File: src/logic/spi_core_pkg.sv
// Function
// - enable dedicates four pins to serial use
// - data reads give receive, writes load transmit
// - polarity inverts clock, phase picks sample edges
// - master-select chooses master or slave role
// - only master starts; word moves straight to shifter
// - select output low while busy, high idle
// - low select input faults master, releases pins
// - fault sets flag and requests interrupt
// - full clock period delay before first master edge
// - master config change aborts transfer to idle
// - select held low; slave idles when high
// - deselected slave floats output, ignores clock
// - phase clear: latch odd edges, shift even
// - phase set: latch even, shift odd edges after the first
// - done after eight or sixteen shifts, sets full
// - queue enable gives eight byte deep queues
// - byte length: high bytes read zero, ignored
// - word length: coherent data byte pairs
// - word length: match bytes committed as pair
// - master length change aborts and empties queues: full clears, empty sets
package spi_core_pkg;

	localparam int         WORD_W   = 16;
	localparam int         Q_DEPTH  = 8;
	localparam logic [3:0] LIM_ONE  = 4'h1;
	localparam logic [3:0] LIM_Q8   = 4'h8;
	localparam logic [3:0] LIM_Q16  = 4'h4;
	localparam logic [5:0] EDGES8   = 6'h10;
	localparam logic [5:0] EDGES16  = 6'h20;
	localparam logic [3:0] RATE_MAX = 4'h8;
	localparam logic [3:0] PIN_RST  = 4'h8;

	typedef struct packed {
		logic       cpol;
		logic       cpha;
		logic       select_output_enable;
		logic       lsb_first;
		logic       fault_detect_enable;
		logic       single_pin_mode;
		logic       single_pin_direction;
		logic       length_select;
		logic       queue_enable;
		logic [2:0] rate_prescale;
		logic [3:0] rate_select;
	} cfg_s;

	typedef enum logic [3:0] {
		ST_IDLE  = 4'h1,
		ST_LEAD  = 4'h2,
		ST_SHIFT = 4'h4,
		ST_TRAIL = 4'h8
	} xfer_state_e;

	// direction only matters in single-pin mode
	function automatic cfg_s cfg_key(input cfg_s c);
		cfg_s k;
		k = c;
		k.single_pin_direction = c.single_pin_direction & c.single_pin_mode;
		return k;
	endfunction

	function automatic logic [11:0] half_div(input logic [2:0] pre,
	                                         input logic [3:0] rate);
		logic [3:0] r;
		r = (rate > RATE_MAX) ? RATE_MAX : rate;
		return ({9'h000, pre} + 12'h001) << r;
	endfunction

endpackage

File: src/logic/spi_pin_sync.sv
`timescale 1ns/10ps
module spi_pin_sync #(
	parameter int         W   = 4,
	parameter logic [W-1:0] RST = '0
) (
	input  wire logic         i_clk,
	input  wire logic         i_resetn,
	input  wire logic [W-1:0] i_pins,
	output logic      [W-1:0] o_level
);
	logic [W-1:0] s1_q;
	logic [W-1:0] s2_q;
	logic [W-1:0] s3_q;
	logic [W-1:0] level_q;

	// a change counts once the second and third stages agree
	always_ff @(posedge i_clk or negedge i_resetn) begin
		if (!i_resetn) begin
			s1_q    <= RST;
			s2_q    <= RST;
			s3_q    <= RST;
			level_q <= RST;
		end else begin
			s1_q <= i_pins;
			s2_q <= s1_q;
			s3_q <= s2_q;
			for (int i = 0; i < W; i++) begin
				if (s2_q[i] == s3_q[i]) begin
					level_q[i] <= s3_q[i];
				end
			end
		end
	end

	assign o_level = level_q;
endmodule // spi_pin_sync

File: src/logic/spi_pair_buffer.sv
`timescale 1ns/10ps
module spi_pair_buffer #(
	parameter int W = 16
) (
	input  wire logic         i_clk,
	input  wire logic         i_resetn,
	input  wire logic         i_flush,
	input  wire logic         i_valid,
	output logic              o_ready,
	input  wire logic [W-1:0] i_data,
	output logic              o_valid,
	input  wire logic         i_ready,
	output logic      [W-1:0] o_data
);
	logic [W-1:0] mem_q [2];
	logic         wp_q;
	logic         rp_q;
	logic [1:0]   cnt_q;
	wire          push = i_valid & o_ready;
	wire          pop  = o_valid & i_ready;

	assign o_ready = (cnt_q != 2'h2);
	assign o_valid = (cnt_q != 2'h0);
	assign o_data  = mem_q[rp_q];

	always_ff @(posedge i_clk or negedge i_resetn) begin
		if (!i_resetn) begin
			wp_q     <= 1'b0;
			rp_q     <= 1'b0;
			cnt_q    <= 2'h0;
			mem_q[0] <= '0;
			mem_q[1] <= '0;
		end else if (i_flush) begin
			wp_q  <= 1'b0;
			rp_q  <= 1'b0;
			cnt_q <= 2'h0;
		end else begin
			if (push) begin
				mem_q[wp_q] <= i_data;
				wp_q        <= ~wp_q;
			end
			if (pop) begin
				rp_q <= ~rp_q;
			end
			cnt_q <= cnt_q + {1'b0, push} - {1'b0, pop};
		end
	end
endmodule // spi_pair_buffer

File: src/logic/spi_master_slave_core.sv
`timescale 1ns/10ps
module spi_master_slave_core (
	input  wire logic               i_clk,
	input  wire logic               i_resetn,
	input  wire logic               i_module_enable,
	input  wire logic               i_master_select,
	input  wire logic               i_irq_enable,
	input  wire spi_core_pkg::cfg_s i_cfg,
	input  wire logic               i_fault_clear,
	input  wire logic               i_data_low_wr,
	input  wire logic               i_data_high_wr,
	input  wire logic               i_match_low_wr,
	input  wire logic               i_match_high_wr,
	input  wire logic [7:0]         i_wr_byte,
	input  wire logic               i_data_low_rd,
	input  wire logic               i_data_high_rd,
	output logic      [7:0]         o_rd_byte,
	output logic      [15:0]        o_match_value,
	output logic                    o_tx_empty_flag,
	output logic                    o_rx_full_flag,
	output logic                    o_fault_flag,
	output logic                    o_master_mode,
	output logic                    o_irq_request,
	output logic                    o_busy,
	output logic                    o_pins_dedicated,
	input  wire logic               i_select_pin,
	output logic                    o_select_pin,
	output logic                    o_select_pin_oe_n,
	input  wire logic               i_serial_clock_pin,
	output logic                    o_serial_clock_pin,
	output logic                    o_serial_clock_pin_oe_n,
	input  wire logic               i_mosi_pin,
	output logic                    o_mosi_pin,
	output logic                    o_mosi_pin_oe_n,
	input  wire logic               i_miso_pin,
	output logic                    o_miso_pin,
	output logic                    o_miso_pin_oe_n
);
	localparam int W = spi_core_pkg::WORD_W;
	localparam int D = spi_core_pkg::Q_DEPTH;

	spi_core_pkg::cfg_s        cfg_q;
	spi_core_pkg::xfer_state_e state_q;
	spi_core_pkg::xfer_state_e state_d;
	logic [11:0]  half_q, half_d;
	logic [5:0]   edge_q, edge_d;
	logic         sck_q, sck_d;
	logic [W-1:0] sh_q, sh_d;
	logic         in_bit_q, in_bit_d;
	logic         dout_q;
	logic         fault_q;
	logic         mode_q;
	logic         sclk_prev_q;
	logic         tx_pop;
	logic [W-1:0] tx_mem [D];
	logic [2:0]   tx_wp_q, tx_rp_q;
	logic [3:0]   tx_cnt_q;
	logic [W-1:0] rx_mem [D];
	logic [2:0]   rx_wp_q, rx_rp_q;
	logic [3:0]   rx_cnt_q;
	logic [7:0]   dlo_q, dhi_q, mlo_q, mhi_q;
	logic         dlo_v_q, dhi_v_q, mlo_v_q, mhi_v_q;
	logic [15:0]  match_q;
	logic [15:0]  rd_latch_q;
	logic         rd_pend_q;
	logic         rd_pend_hi_q;
	logic [7:0]   rd_byte_q;
	logic [3:0]   pins_f;
	logic         done_valid;
	logic         buf_in_ready;
	logic         buf_valid;
	logic [W-1:0] buf_data;

	function automatic logic [W-1:0] shift_in(input logic [W-1:0] s,
	                                          input logic b,
	                                          input logic l16,
	                                          input logic lsb);
		if (lsb) begin
			return l16 ? {b, s[15:1]} : {8'h00, b, s[7:1]};
		end
		return l16 ? {s[14:0], b} : {8'h00, s[6:0], b};
	endfunction

	function automatic logic out_bit(input logic [W-1:0] s,
	                                 input logic l16,
	                                 input logic lsb);
		return lsb ? s[0] : (l16 ? s[15] : s[7]);
	endfunction

	// select idles high; pins are {select, clock, mosi, miso}
	spi_pin_sync #(
		.W   (4),
		.RST (spi_core_pkg::PIN_RST)
	) u_sync (
		.i_clk    (i_clk),
		.i_resetn (i_resetn),
		.i_pins   ({i_select_pin, i_serial_clock_pin, i_mosi_pin,
		            i_miso_pin}),
		.o_level  (pins_f)
	);

	wire ss_f    = pins_f[3];
	wire sclk_f  = pins_f[2];
	wire mosi_f  = pins_f[1];
	wire miso_f  = pins_f[0];
	wire en      = i_module_enable;
	wire l16     = i_cfg.length_select;
	wire lsb     = i_cfg.lsb_first;
	wire cpha    = i_cfg.cpha;
	wire spm     = i_cfg.single_pin_mode;
	wire master  = en & i_master_select & ~fault_q;
	wire idle    = (state_q == spi_core_pkg::ST_IDLE);
	wire cfg_chg = spi_core_pkg::cfg_key(i_cfg)
	               != spi_core_pkg::cfg_key(cfg_q);
	wire len_chg = master & (i_cfg.length_select != cfg_q.length_select);
	wire fault_set = master & i_cfg.fault_detect_enable
	                 & ~i_cfg.select_output_enable & ~ss_f;
	// a slave drops its partial word and returns to idle once select rises
	wire abort = ~en | fault_set | (master != mode_q)
	             | (master & cfg_chg)
	             | (~master & ss_f & ~idle);

	wire [3:0] limit = ~i_cfg.queue_enable ? spi_core_pkg::LIM_ONE
	                   : (l16 ? spi_core_pkg::LIM_Q16
	                          : spi_core_pkg::LIM_Q8);
	wire [5:0]  last_edge = l16 ? spi_core_pkg::EDGES16
	                            : spi_core_pkg::EDGES8;
	wire [11:0] h_load = spi_core_pkg::half_div(i_cfg.rate_prescale,
	                     i_cfg.rate_select) - 12'h001;
	wire [5:0]  edge_n = edge_q + 6'h01;
	wire in_shift = (state_q == spi_core_pkg::ST_SHIFT);
	wire m_edge = master & in_shift & (half_q == 12'h000);
	// a deselected slave ignores its clock
	wire s_edge = ~master & in_shift & ~ss_f
	              & (sclk_f != sclk_prev_q);
	wire edge_ev = m_edge | s_edge;
	wire smp_edge = edge_n[0] ^ cpha;
	wire sample_ev = edge_ev & smp_edge;
	wire shift_ev = edge_ev & ~smp_edge
	                & ~(cpha & (edge_n == 6'h01));
	wire last_ev = edge_ev & (edge_n == last_edge);
	wire data_in = master ? (spm ? mosi_f : miso_f)
	                      : (spm ? miso_f : mosi_f);
	wire [W-1:0] done_word = shift_in(sh_q, cpha ? data_in : in_bit_q,
	                                  l16, lsb);
	wire tx_any = (tx_cnt_q != 4'h0);
	wire [W-1:0] tx_head = tx_mem[tx_rp_q];
	wire [W-1:0] rx_head = rx_mem[rx_rp_q];
	// master stalls rather than lose a word the receiver cannot take
	wire m_start = idle & master & tx_any & buf_in_ready & ~abort;
	wire s_start = idle & en & ~master & ~ss_f & ~abort;

	assign done_valid = last_ev & ~abort;

	always_comb begin
		state_d  = state_q;
		half_d   = (half_q == 12'h000) ? h_load : half_q - 12'h001;
		edge_d   = edge_q;
		sck_d    = sck_q;
		sh_d     = sh_q;
		in_bit_d = in_bit_q;
		tx_pop   = 1'b0;
		if (sample_ev) begin
			in_bit_d = data_in;
		end
		if (shift_ev) begin
			sh_d = shift_in(sh_q, in_bit_q, l16, lsb);
		end
		if (edge_ev) begin
			edge_d = edge_n;
			sck_d  = ~sck_q;
		end
		case (state_q)
			spi_core_pkg::ST_IDLE: begin
				edge_d = 6'h00;
				sck_d  = i_cfg.cpol;
				half_d = h_load;
				if (m_start) begin
					state_d = spi_core_pkg::ST_LEAD;
					sh_d    = tx_head;
					tx_pop  = 1'b1;
				end else if (s_start) begin
					state_d = spi_core_pkg::ST_SHIFT;
					sh_d    = tx_any ? tx_head : '0;
					tx_pop  = tx_any;
				end
			end
			spi_core_pkg::ST_LEAD: begin
				if (half_q == 12'h000) begin
					state_d = spi_core_pkg::ST_SHIFT;
				end
			end
			spi_core_pkg::ST_SHIFT: begin
				if (last_ev && master) begin
					state_d = spi_core_pkg::ST_TRAIL;
				end else if (last_ev) begin
					edge_d = 6'h00;
					sh_d   = tx_any ? tx_head : '0;
					tx_pop = tx_any;
				end
			end
			spi_core_pkg::ST_TRAIL: begin
				if (half_q == 12'h000) begin
					state_d = spi_core_pkg::ST_IDLE;
				end
			end
			default: begin
				state_d = spi_core_pkg::ST_IDLE;
			end
		endcase
		if (abort) begin
			state_d = spi_core_pkg::ST_IDLE;
			edge_d  = 6'h00;
			sck_d   = i_cfg.cpol;
			tx_pop  = 1'b0;
		end
	end

	always_ff @(posedge i_clk or negedge i_resetn) begin
		if (!i_resetn) begin
			state_q     <= spi_core_pkg::ST_IDLE;
			half_q      <= 12'h000;
			edge_q      <= 6'h00;
			sck_q       <= 1'b0;
			sh_q        <= '0;
			in_bit_q    <= 1'b0;
			dout_q      <= 1'b0;
			cfg_q       <= '0;
			mode_q      <= 1'b0;
			sclk_prev_q <= 1'b0;
		end else begin
			state_q     <= state_d;
			half_q      <= half_d;
			edge_q      <= edge_d;
			sck_q       <= sck_d;
			sh_q        <= sh_d;
			in_bit_q    <= in_bit_d;
			dout_q      <= out_bit(sh_d, l16, lsb);
			cfg_q       <= i_cfg;
			mode_q      <= master;
			sclk_prev_q <= sclk_f;
		end
	end

	// set wins over a clear in the same cycle
	always_ff @(posedge i_clk or negedge i_resetn) begin
		if (!i_resetn) begin
			fault_q <= 1'b0;
		end else begin
			fault_q <= fault_set
			           | (fault_q & ~i_fault_clear & ~len_chg);
		end
	end

	// cpu side writes: word length pairs the two bytes
	wire d_push16 = (i_data_low_wr & dhi_v_q) | (i_data_high_wr & dlo_v_q);
	wire tx_push = l16 ? d_push16 : i_data_low_wr;
	wire [W-1:0] tx_word = l16 ? {i_data_high_wr ? i_wr_byte : dhi_q,
	                              i_data_low_wr ? i_wr_byte : dlo_q}
	                           : {8'h00, i_wr_byte};
	wire tx_in = tx_push & (tx_cnt_q < limit);
	wire m_push16 = (i_match_low_wr & mhi_v_q) | (i_match_high_wr & mlo_v_q);

	always_ff @(posedge i_clk or negedge i_resetn) begin
		if (!i_resetn) begin
			dlo_q   <= 8'h00;
			dhi_q   <= 8'h00;
			dlo_v_q <= 1'b0;
			dhi_v_q <= 1'b0;
		end else if (len_chg || !l16 || d_push16) begin
			dlo_v_q <= 1'b0;
			dhi_v_q <= 1'b0;
		end else begin
			if (i_data_low_wr) begin
				dlo_q   <= i_wr_byte;
				dlo_v_q <= 1'b1;
			end
			if (i_data_high_wr) begin
				dhi_q   <= i_wr_byte;
				dhi_v_q <= 1'b1;
			end
		end
	end

	always_ff @(posedge i_clk or negedge i_resetn) begin
		if (!i_resetn) begin
			mlo_q   <= 8'h00;
			mhi_q   <= 8'h00;
			mlo_v_q <= 1'b0;
			mhi_v_q <= 1'b0;
			match_q <= 16'h0000;
		end else if (!l16) begin
			mlo_v_q <= 1'b0;
			mhi_v_q <= 1'b0;
			if (i_match_low_wr) begin
				match_q <= {8'h00, i_wr_byte};
			end
		end else if (m_push16) begin
			mlo_v_q <= 1'b0;
			mhi_v_q <= 1'b0;
			match_q <= {i_match_high_wr ? i_wr_byte : mhi_q,
			            i_match_low_wr ? i_wr_byte : mlo_q};
		end else begin
			if (i_match_low_wr) begin
				mlo_q   <= i_wr_byte;
				mlo_v_q <= 1'b1;
			end
			if (i_match_high_wr) begin
				mhi_q   <= i_wr_byte;
				mhi_v_q <= 1'b1;
			end
		end
	end

	always_ff @(posedge i_clk or negedge i_resetn) begin
		if (!i_resetn) begin
			tx_wp_q  <= 3'h0;
			tx_rp_q  <= 3'h0;
			tx_cnt_q <= 4'h0;
		end else if (len_chg || !en) begin
			tx_wp_q  <= 3'h0;
			tx_rp_q  <= 3'h0;
			tx_cnt_q <= 4'h0;
		end else begin
			if (tx_in) begin
				tx_mem[tx_wp_q] <= tx_word;
				tx_wp_q         <= tx_wp_q + 3'h1;
			end
			if (tx_pop) begin
				tx_rp_q <= tx_rp_q + 3'h1;
			end
			tx_cnt_q <= tx_cnt_q + {3'h0, tx_in} - {3'h0, tx_pop};
		end
	end

	// completed words wait here so a slow drain loses nothing in master mode
	wire rx_ready = (rx_cnt_q < limit);
	wire rx_in = buf_valid & rx_ready;

	spi_pair_buffer #(
		.W (W)
	) u_rx_buf (
		.i_clk    (i_clk),
		.i_resetn (i_resetn),
		.i_flush  (len_chg | ~en),
		.i_valid  (done_valid),
		.o_ready  (buf_in_ready),
		.i_data   (done_word),
		.o_valid  (buf_valid),
		.i_ready  (rx_ready),
		.o_data   (buf_data)
	);

	// cpu side reads: word length latches the pair on the first read
	wire rd_any = i_data_low_rd | (i_data_high_rd & l16);
	wire rd_fresh = ~l16 | ~rd_pend_q;
	wire rx_pop = rd_any & rd_fresh & (rx_cnt_q != 4'h0);
	wire [15:0] rd_src = rd_fresh ? rx_head : rd_latch_q;
	wire [7:0]  rd_sel = i_data_high_rd ? (l16 ? rd_src[15:8] : 8'h00)
	                                    : rd_src[7:0];

	always_ff @(posedge i_clk or negedge i_resetn) begin
		if (!i_resetn) begin
			rx_wp_q  <= 3'h0;
			rx_rp_q  <= 3'h0;
			rx_cnt_q <= 4'h0;
		end else if (len_chg || !en) begin
			rx_wp_q  <= 3'h0;
			rx_rp_q  <= 3'h0;
			rx_cnt_q <= 4'h0;
		end else begin
			if (rx_in) begin
				rx_mem[rx_wp_q] <= buf_data;
				rx_wp_q         <= rx_wp_q + 3'h1;
			end
			if (rx_pop) begin
				rx_rp_q <= rx_rp_q + 3'h1;
			end
			rx_cnt_q <= rx_cnt_q + {3'h0, rx_in} - {3'h0, rx_pop};
		end
	end

	always_ff @(posedge i_clk or negedge i_resetn) begin
		if (!i_resetn) begin
			rd_latch_q   <= 16'h0000;
			rd_pend_q    <= 1'b0;
			rd_pend_hi_q <= 1'b0;
			rd_byte_q    <= 8'h00;
		end else begin
			if (i_data_low_rd || i_data_high_rd) begin
				rd_byte_q <= rd_sel;
			end
			if (len_chg || !l16) begin
				rd_pend_q <= 1'b0;
			end else if (rd_any && rd_fresh) begin
				rd_latch_q   <= rx_head;
				rd_pend_q    <= 1'b1;
				rd_pend_hi_q <= i_data_low_rd;
			end else if (rd_pend_q
			             && (rd_pend_hi_q ? i_data_high_rd : i_data_low_rd))
			begin
				rd_pend_q <= 1'b0;
			end
		end
	end

	// pins: enables are low while driving
	wire slave_drv = en & ~master & ~fault_q & ~ss_f;
	assign o_pins_dedicated = en;
	assign o_select_pin = idle;
	assign o_select_pin_oe_n = ~(master & i_cfg.fault_detect_enable
	                             & i_cfg.select_output_enable);
	assign o_serial_clock_pin = sck_q;
	assign o_serial_clock_pin_oe_n = ~master;
	assign o_mosi_pin = dout_q;
	assign o_mosi_pin_oe_n = ~(master
	                           & (~spm | i_cfg.single_pin_direction));
	assign o_miso_pin = dout_q;
	assign o_miso_pin_oe_n = ~(slave_drv
	                           & (~spm | i_cfg.single_pin_direction));

	assign o_rd_byte       = rd_byte_q;
	assign o_match_value   = match_q;
	assign o_tx_empty_flag = (tx_cnt_q < limit);
	assign o_rx_full_flag  = (rx_cnt_q != 4'h0);
	assign o_fault_flag    = fault_q;
	assign o_master_mode   = master;
	assign o_irq_request   = i_irq_enable
	                         & (fault_q | o_rx_full_flag);
	assign o_busy          = ~idle;
endmodule // spi_master_slave_core

File: config.mk
export PLATFORM = sky130hd
export DESIGN_NAME = spi_master_slave_core
export DESIGN_NICKNAME = d
export VERILOG_FILES = /design/src/logic/spi_core_pkg.sv /design/src/logic/spi_pin_sync.sv /design/src/logic/spi_pair_buffer.sv /design/src/logic/spi_master_slave_core.sv
export SDC_FILE = /design/constraint.sdc
export NUM_CORES = 1
export LEC_CHECK = 0
export CAP_MARGIN = 10
export CORE_AREA = 2 2 250 190
export CTS_BUF_LIST = sky130_fd_sc_hd__clkbuf_4
export CTS_CLUSTER_DIAMETER = 30
export DETAILED_ROUTE_END_ITERATION = 7
export DIE_AREA = 0 0 252 192
export DONT_BUFFER_PORTS = 1
export GPL_ROUTABILITY_DRIVEN = 1
export PLACE_DENSITY = 0.72
export SLEW_MARGIN = 10
export SYNTH_ARGS = -nofsm -noshare
export SYNTH_HDL_FRONTEND = slang
export SYNTH_SLANG_ARGS = --single-unit
File: constraint.sdc
create_clock -name i_clk -period 3.6 [get_ports i_clk]
set_input_delay 0.18 -clock i_clk [delete_from_list [all_inputs] [get_ports i_clk]]
set_output_delay 0.18 -clock i_clk [all_outputs]
set_load 0.1 [all_outputs]
==> metrics.yaml <==
pwr:
  p_leak_nw: 9.24
  p_int_mw: 8.92
  p_comb_share_pct: 13.4
  switching_power_mw: 3.75
  switching_share_pct: 29.6
  ir_drop_uv: 215
  power_per_cell_area_mw_per_mm2: 535
  power.share.clock_pct: 34.5
  sequentialPowerShare_pct: 52.1
sta:
  hold_ws_ps: -968
  max_freq_mhz: 291
  rsz0062_at_grt: "false"
  finClkSkew_ps: 68.3
  drv_slew: 0
  setup_viol_count_final: 0
  min_period_ps: 3440
  tightestPinTransition_ps: 1040
  hold_violations: 210
  slew_headroom_pct: 30.7
  fin_crit_sh_pct: 95.5
final_layout:
  final_util_pct: 51.8
  nets: 1645
  post-route-cell-area_mm2: 0.0237
  final_layout_size_suffix_gt1_share_pct: 26.0
  syn_to_final_growth_pct: 15.6
  nFillCells: 3743
synthesis:
  synthTopCellsByCount: "edfxtp_1 (256), dfrtp_1 (205), nor2_1 (107), mux2i_1 (80), nand2_1 (73)"
  synth_ff_type: "edfxtp_1"
  syn_area_per_cell_um2: 14.5
  synth_most_common_cell: "edfxtp_1"
  yosys_warnings: 0
  netlist_area_mm2: 0.0205
  ys_ff_latch: 466
  synth.distinct_cells: 81
  synthArstFlopShare_pct: 45.1
  ys_seq_area_share_pct: 63.1
  synth_top_family_by_area: "multiplexers"
  synthSimpleGateAreaFrac_pct: 7.17
  synth.top_cell.area_share_pct: 37.5
  synth_xor_xnor_area_share_pct: 2.22
  synthMuxAreaShare_pct: 16.5
  synth_top_cell_by_area: "edfxtp_1"
  synth_cells: 1418
  syn-num-nets: 1487
  synthAdderAreaFrac_pct: 2.04
  yosys-top-cells-area: "edfxtp_1 (37%), dfrtp_1 (25%), mux4_2 (7.1%)"
  synth_edf_count: 256
  synth_compound_area_share_pct: 6.58
clock_tree:
  cts_num_sinks: 466
  cts_tree: "built"
  cts_hold_buf: 72
  cts-buffers-inserted: 114
  cts-root-buf: "clkbuf_4"
  clk_pin_slew_ps: 70
  cts_max_path_buffers: 3
  clk_latency_ps: 850
  htreeDepth: 3
grt:
  grt_max_degree: 217
  grt_pass1_vias: 13100
  use_met1_pct: 27.2
  grt_pass1_wl_um: 72100
  grt_use_total_pct: 19.0
  grt-ovfl-total: 0
  grt_util_met2_pct: 28.5
  grt_antenna_before_repair: 3
  busiest_layer: "met2"
  grt_use_met3_pct: 4.78
routing:
  wl_per_cell_um: 19.4
  wl_um: 44000
  firstDrtPassIters: 5
  drtIter0Drc: 1079
  detail-route-antenna-nets: 0
  num_vias: 12600
  drc: 0
  avgViaCountPerCell: 5.53
placement:
  port_buffers: 0
  gp_congestion: 0.836
  hpwl_um: 27300
  dpl_cell_area_mm2: 0.0214
worst_setup_path:
  path_delay_family: "simple AND/OR/NAND/NOR gates"
  cp-end-kind: "flip-flop"
  cp_slowest_cell: "or4b_4"
  path_class: "reg -> reg"
  crit_fanout: 16
  required_ps: 4280
  cp-start-kind: "flip-flop"
  cp_num_buf_inv: 3
  crit_chain: "nor2b_4 -> nand2_4 -> dlygate4sd3_1 -> inv_4 -> nand2_2 -> nor4_4 -> a22oi_1 -> a311o_1 -> buf_4 -> or4b_4 -> mux2_4"
  max_stage_delay_ps: 680
  critPathArrivalTime_ps: 4120
run:
  maxCapViolations: 0
floorplanning:
  io_pins: 79
  coreArea_mm2: 0.0458
  initial_core_util_pct: 44.8
  rows: 68
  dieArea_mm2: 0.0484
  die_width_um: 252
  die_h_um: 192
run_status:
  failed_checks: "negative hold slack"
  outcome: "complete, but fails checks"
min_path:
  hold_class: "in -> async"
## repair_timing
action / in CTS / in global routing
hold endpoints to repair: 702 / 210
endpoints found under the setup margin: 0 / 1
setup buffers: 0 / 2
gates resized for setup: 0 / 2
## final timing paths
kind / from / end / slack [ps] / depth (start not counted)
worst max-delay path: o_fault_flag$_DFF_PN0_ / u_rx_buf.mem_q[9]$_DFFE_PN0P_ / 160 / 11
worst min-delay path: i_resetn / half_q[3]$_DFF_PN0_ / -970 / 0
worst max register to register: o_fault_flag$_DFF_PN0_ / u_rx_buf.mem_q[9]$_DFFE_PN0P_ / 160 / 11
worst min register to register: u_sync.s1_q[1]$_DFF_PN0_ / u_sync.s2_q[1]$_DFF_PN0_ / 350 / 0
max in group asynchronous: i_resetn / u_sync.s2_q[3]$_DFF_PN1_ / 4260 / 0
min in group i_clk: i_cfg[6] / cfg_q[6]$_DFF_PN0_ / 80 / 1
## cell families after synthesis
group / Yosys count
adder cells (fa/ha/maj): 33
XOR/XNOR: 52
AO/OA/AOI/OAI: 211
flip-flops: 466
AND/OR/NAND/NOR: 298
multiplexers: 241
buffers and inverters: 117
## power by group through the flow
stage	combinational, mW	sequential [mW]	clock, mW
2_1_floorplan	1.33	6.58	0
3_3_place_gp	1.51	6.69	0
3_5_place_dp	1.56	6.71	0
4_1_cts	1.70	6.60	4.49
5_1_grt	1.88	6.64	4.80
6_report	1.70	6.60	4.37
## registers in the layout (all words and copies together) (netlist names), 4 cells and up
name,flops
rd_latch_q,16
o_match_value,16
u_sync.s2_q,4
sh_q,16
half_q,12
mhi_q,8
rx_cnt_q,4
mlo_q,8
u_sync.s3_q,4
dlo_q,8
u_sync.s1_q,4
tx_cnt_q,4
rx_mem,128
u_sync.o_level,4
tx_mem,128
edge_q,6
cfg_q,16
u_rx_buf.mem_q,32
state_q,4
dhi_q,8
o_rd_byte,8
## stage by stage
step / setup WS [ps] / total power, mW / setup TNS [ps] / hold WS, ps / instances
5_1_grt: 11.6 / 13.3 / 0 / -1050 / 2273
3_5_place_dp: 271 / 8.27 / 0 / -108 / 1980
2_1_floorplan: -840 / 7.92 / -28610 / -116 / 1418
3_3_place_gp: 379 / 8.20 / 0 / -108 / 1980
4_1_cts: 117 / 12.8 / 0 / -1050 / 2268
6_report: 163 / 12.7 / 0 / -968 / 2274
## layout make-up
cell class / instances / area, um2 / share of cell area (%)
inverters: 41 / 156 / 0.660
repair buffers: 118 / 1090 / 4.61
flip-flops and latches: 466 / 13000 / 54.6
clock inverters: 41 / 194 / 0.818
multi-input cells: 835 / 7240 / 30.6
well taps: 595 / 744 / 3.14
clock buffers: 175 / 1310 / 5.54
diodes: 3 / 7.51 / 0.0317
## metal layers
metal	share of wire, %	vias up
li1	-	5744
met3	7.1	66
met1	46	6384
met5	0	-
met4	1.7	0
met2	46	391
## cells in the final DEF (no fill, tap or decap), types with 46 or more instances in the layout
master / netlist / routed
edfxtp_1: 256 / 256
clkbuf_4: 0 / 175
mux2i_1: 80 / 80
nand2_1: 73 / 73
mux2_2: 72 / 65
dfrtp_1: 205 / 201
o21ai_0: 49 / 49
a21oi_1: 47 / 46
nor2_1: 107 / 106
dlygate4sd3_1: 0 / 70
mux4_2: 65 / 65
No activity file was read; power rests on OpenSTA's default activity.
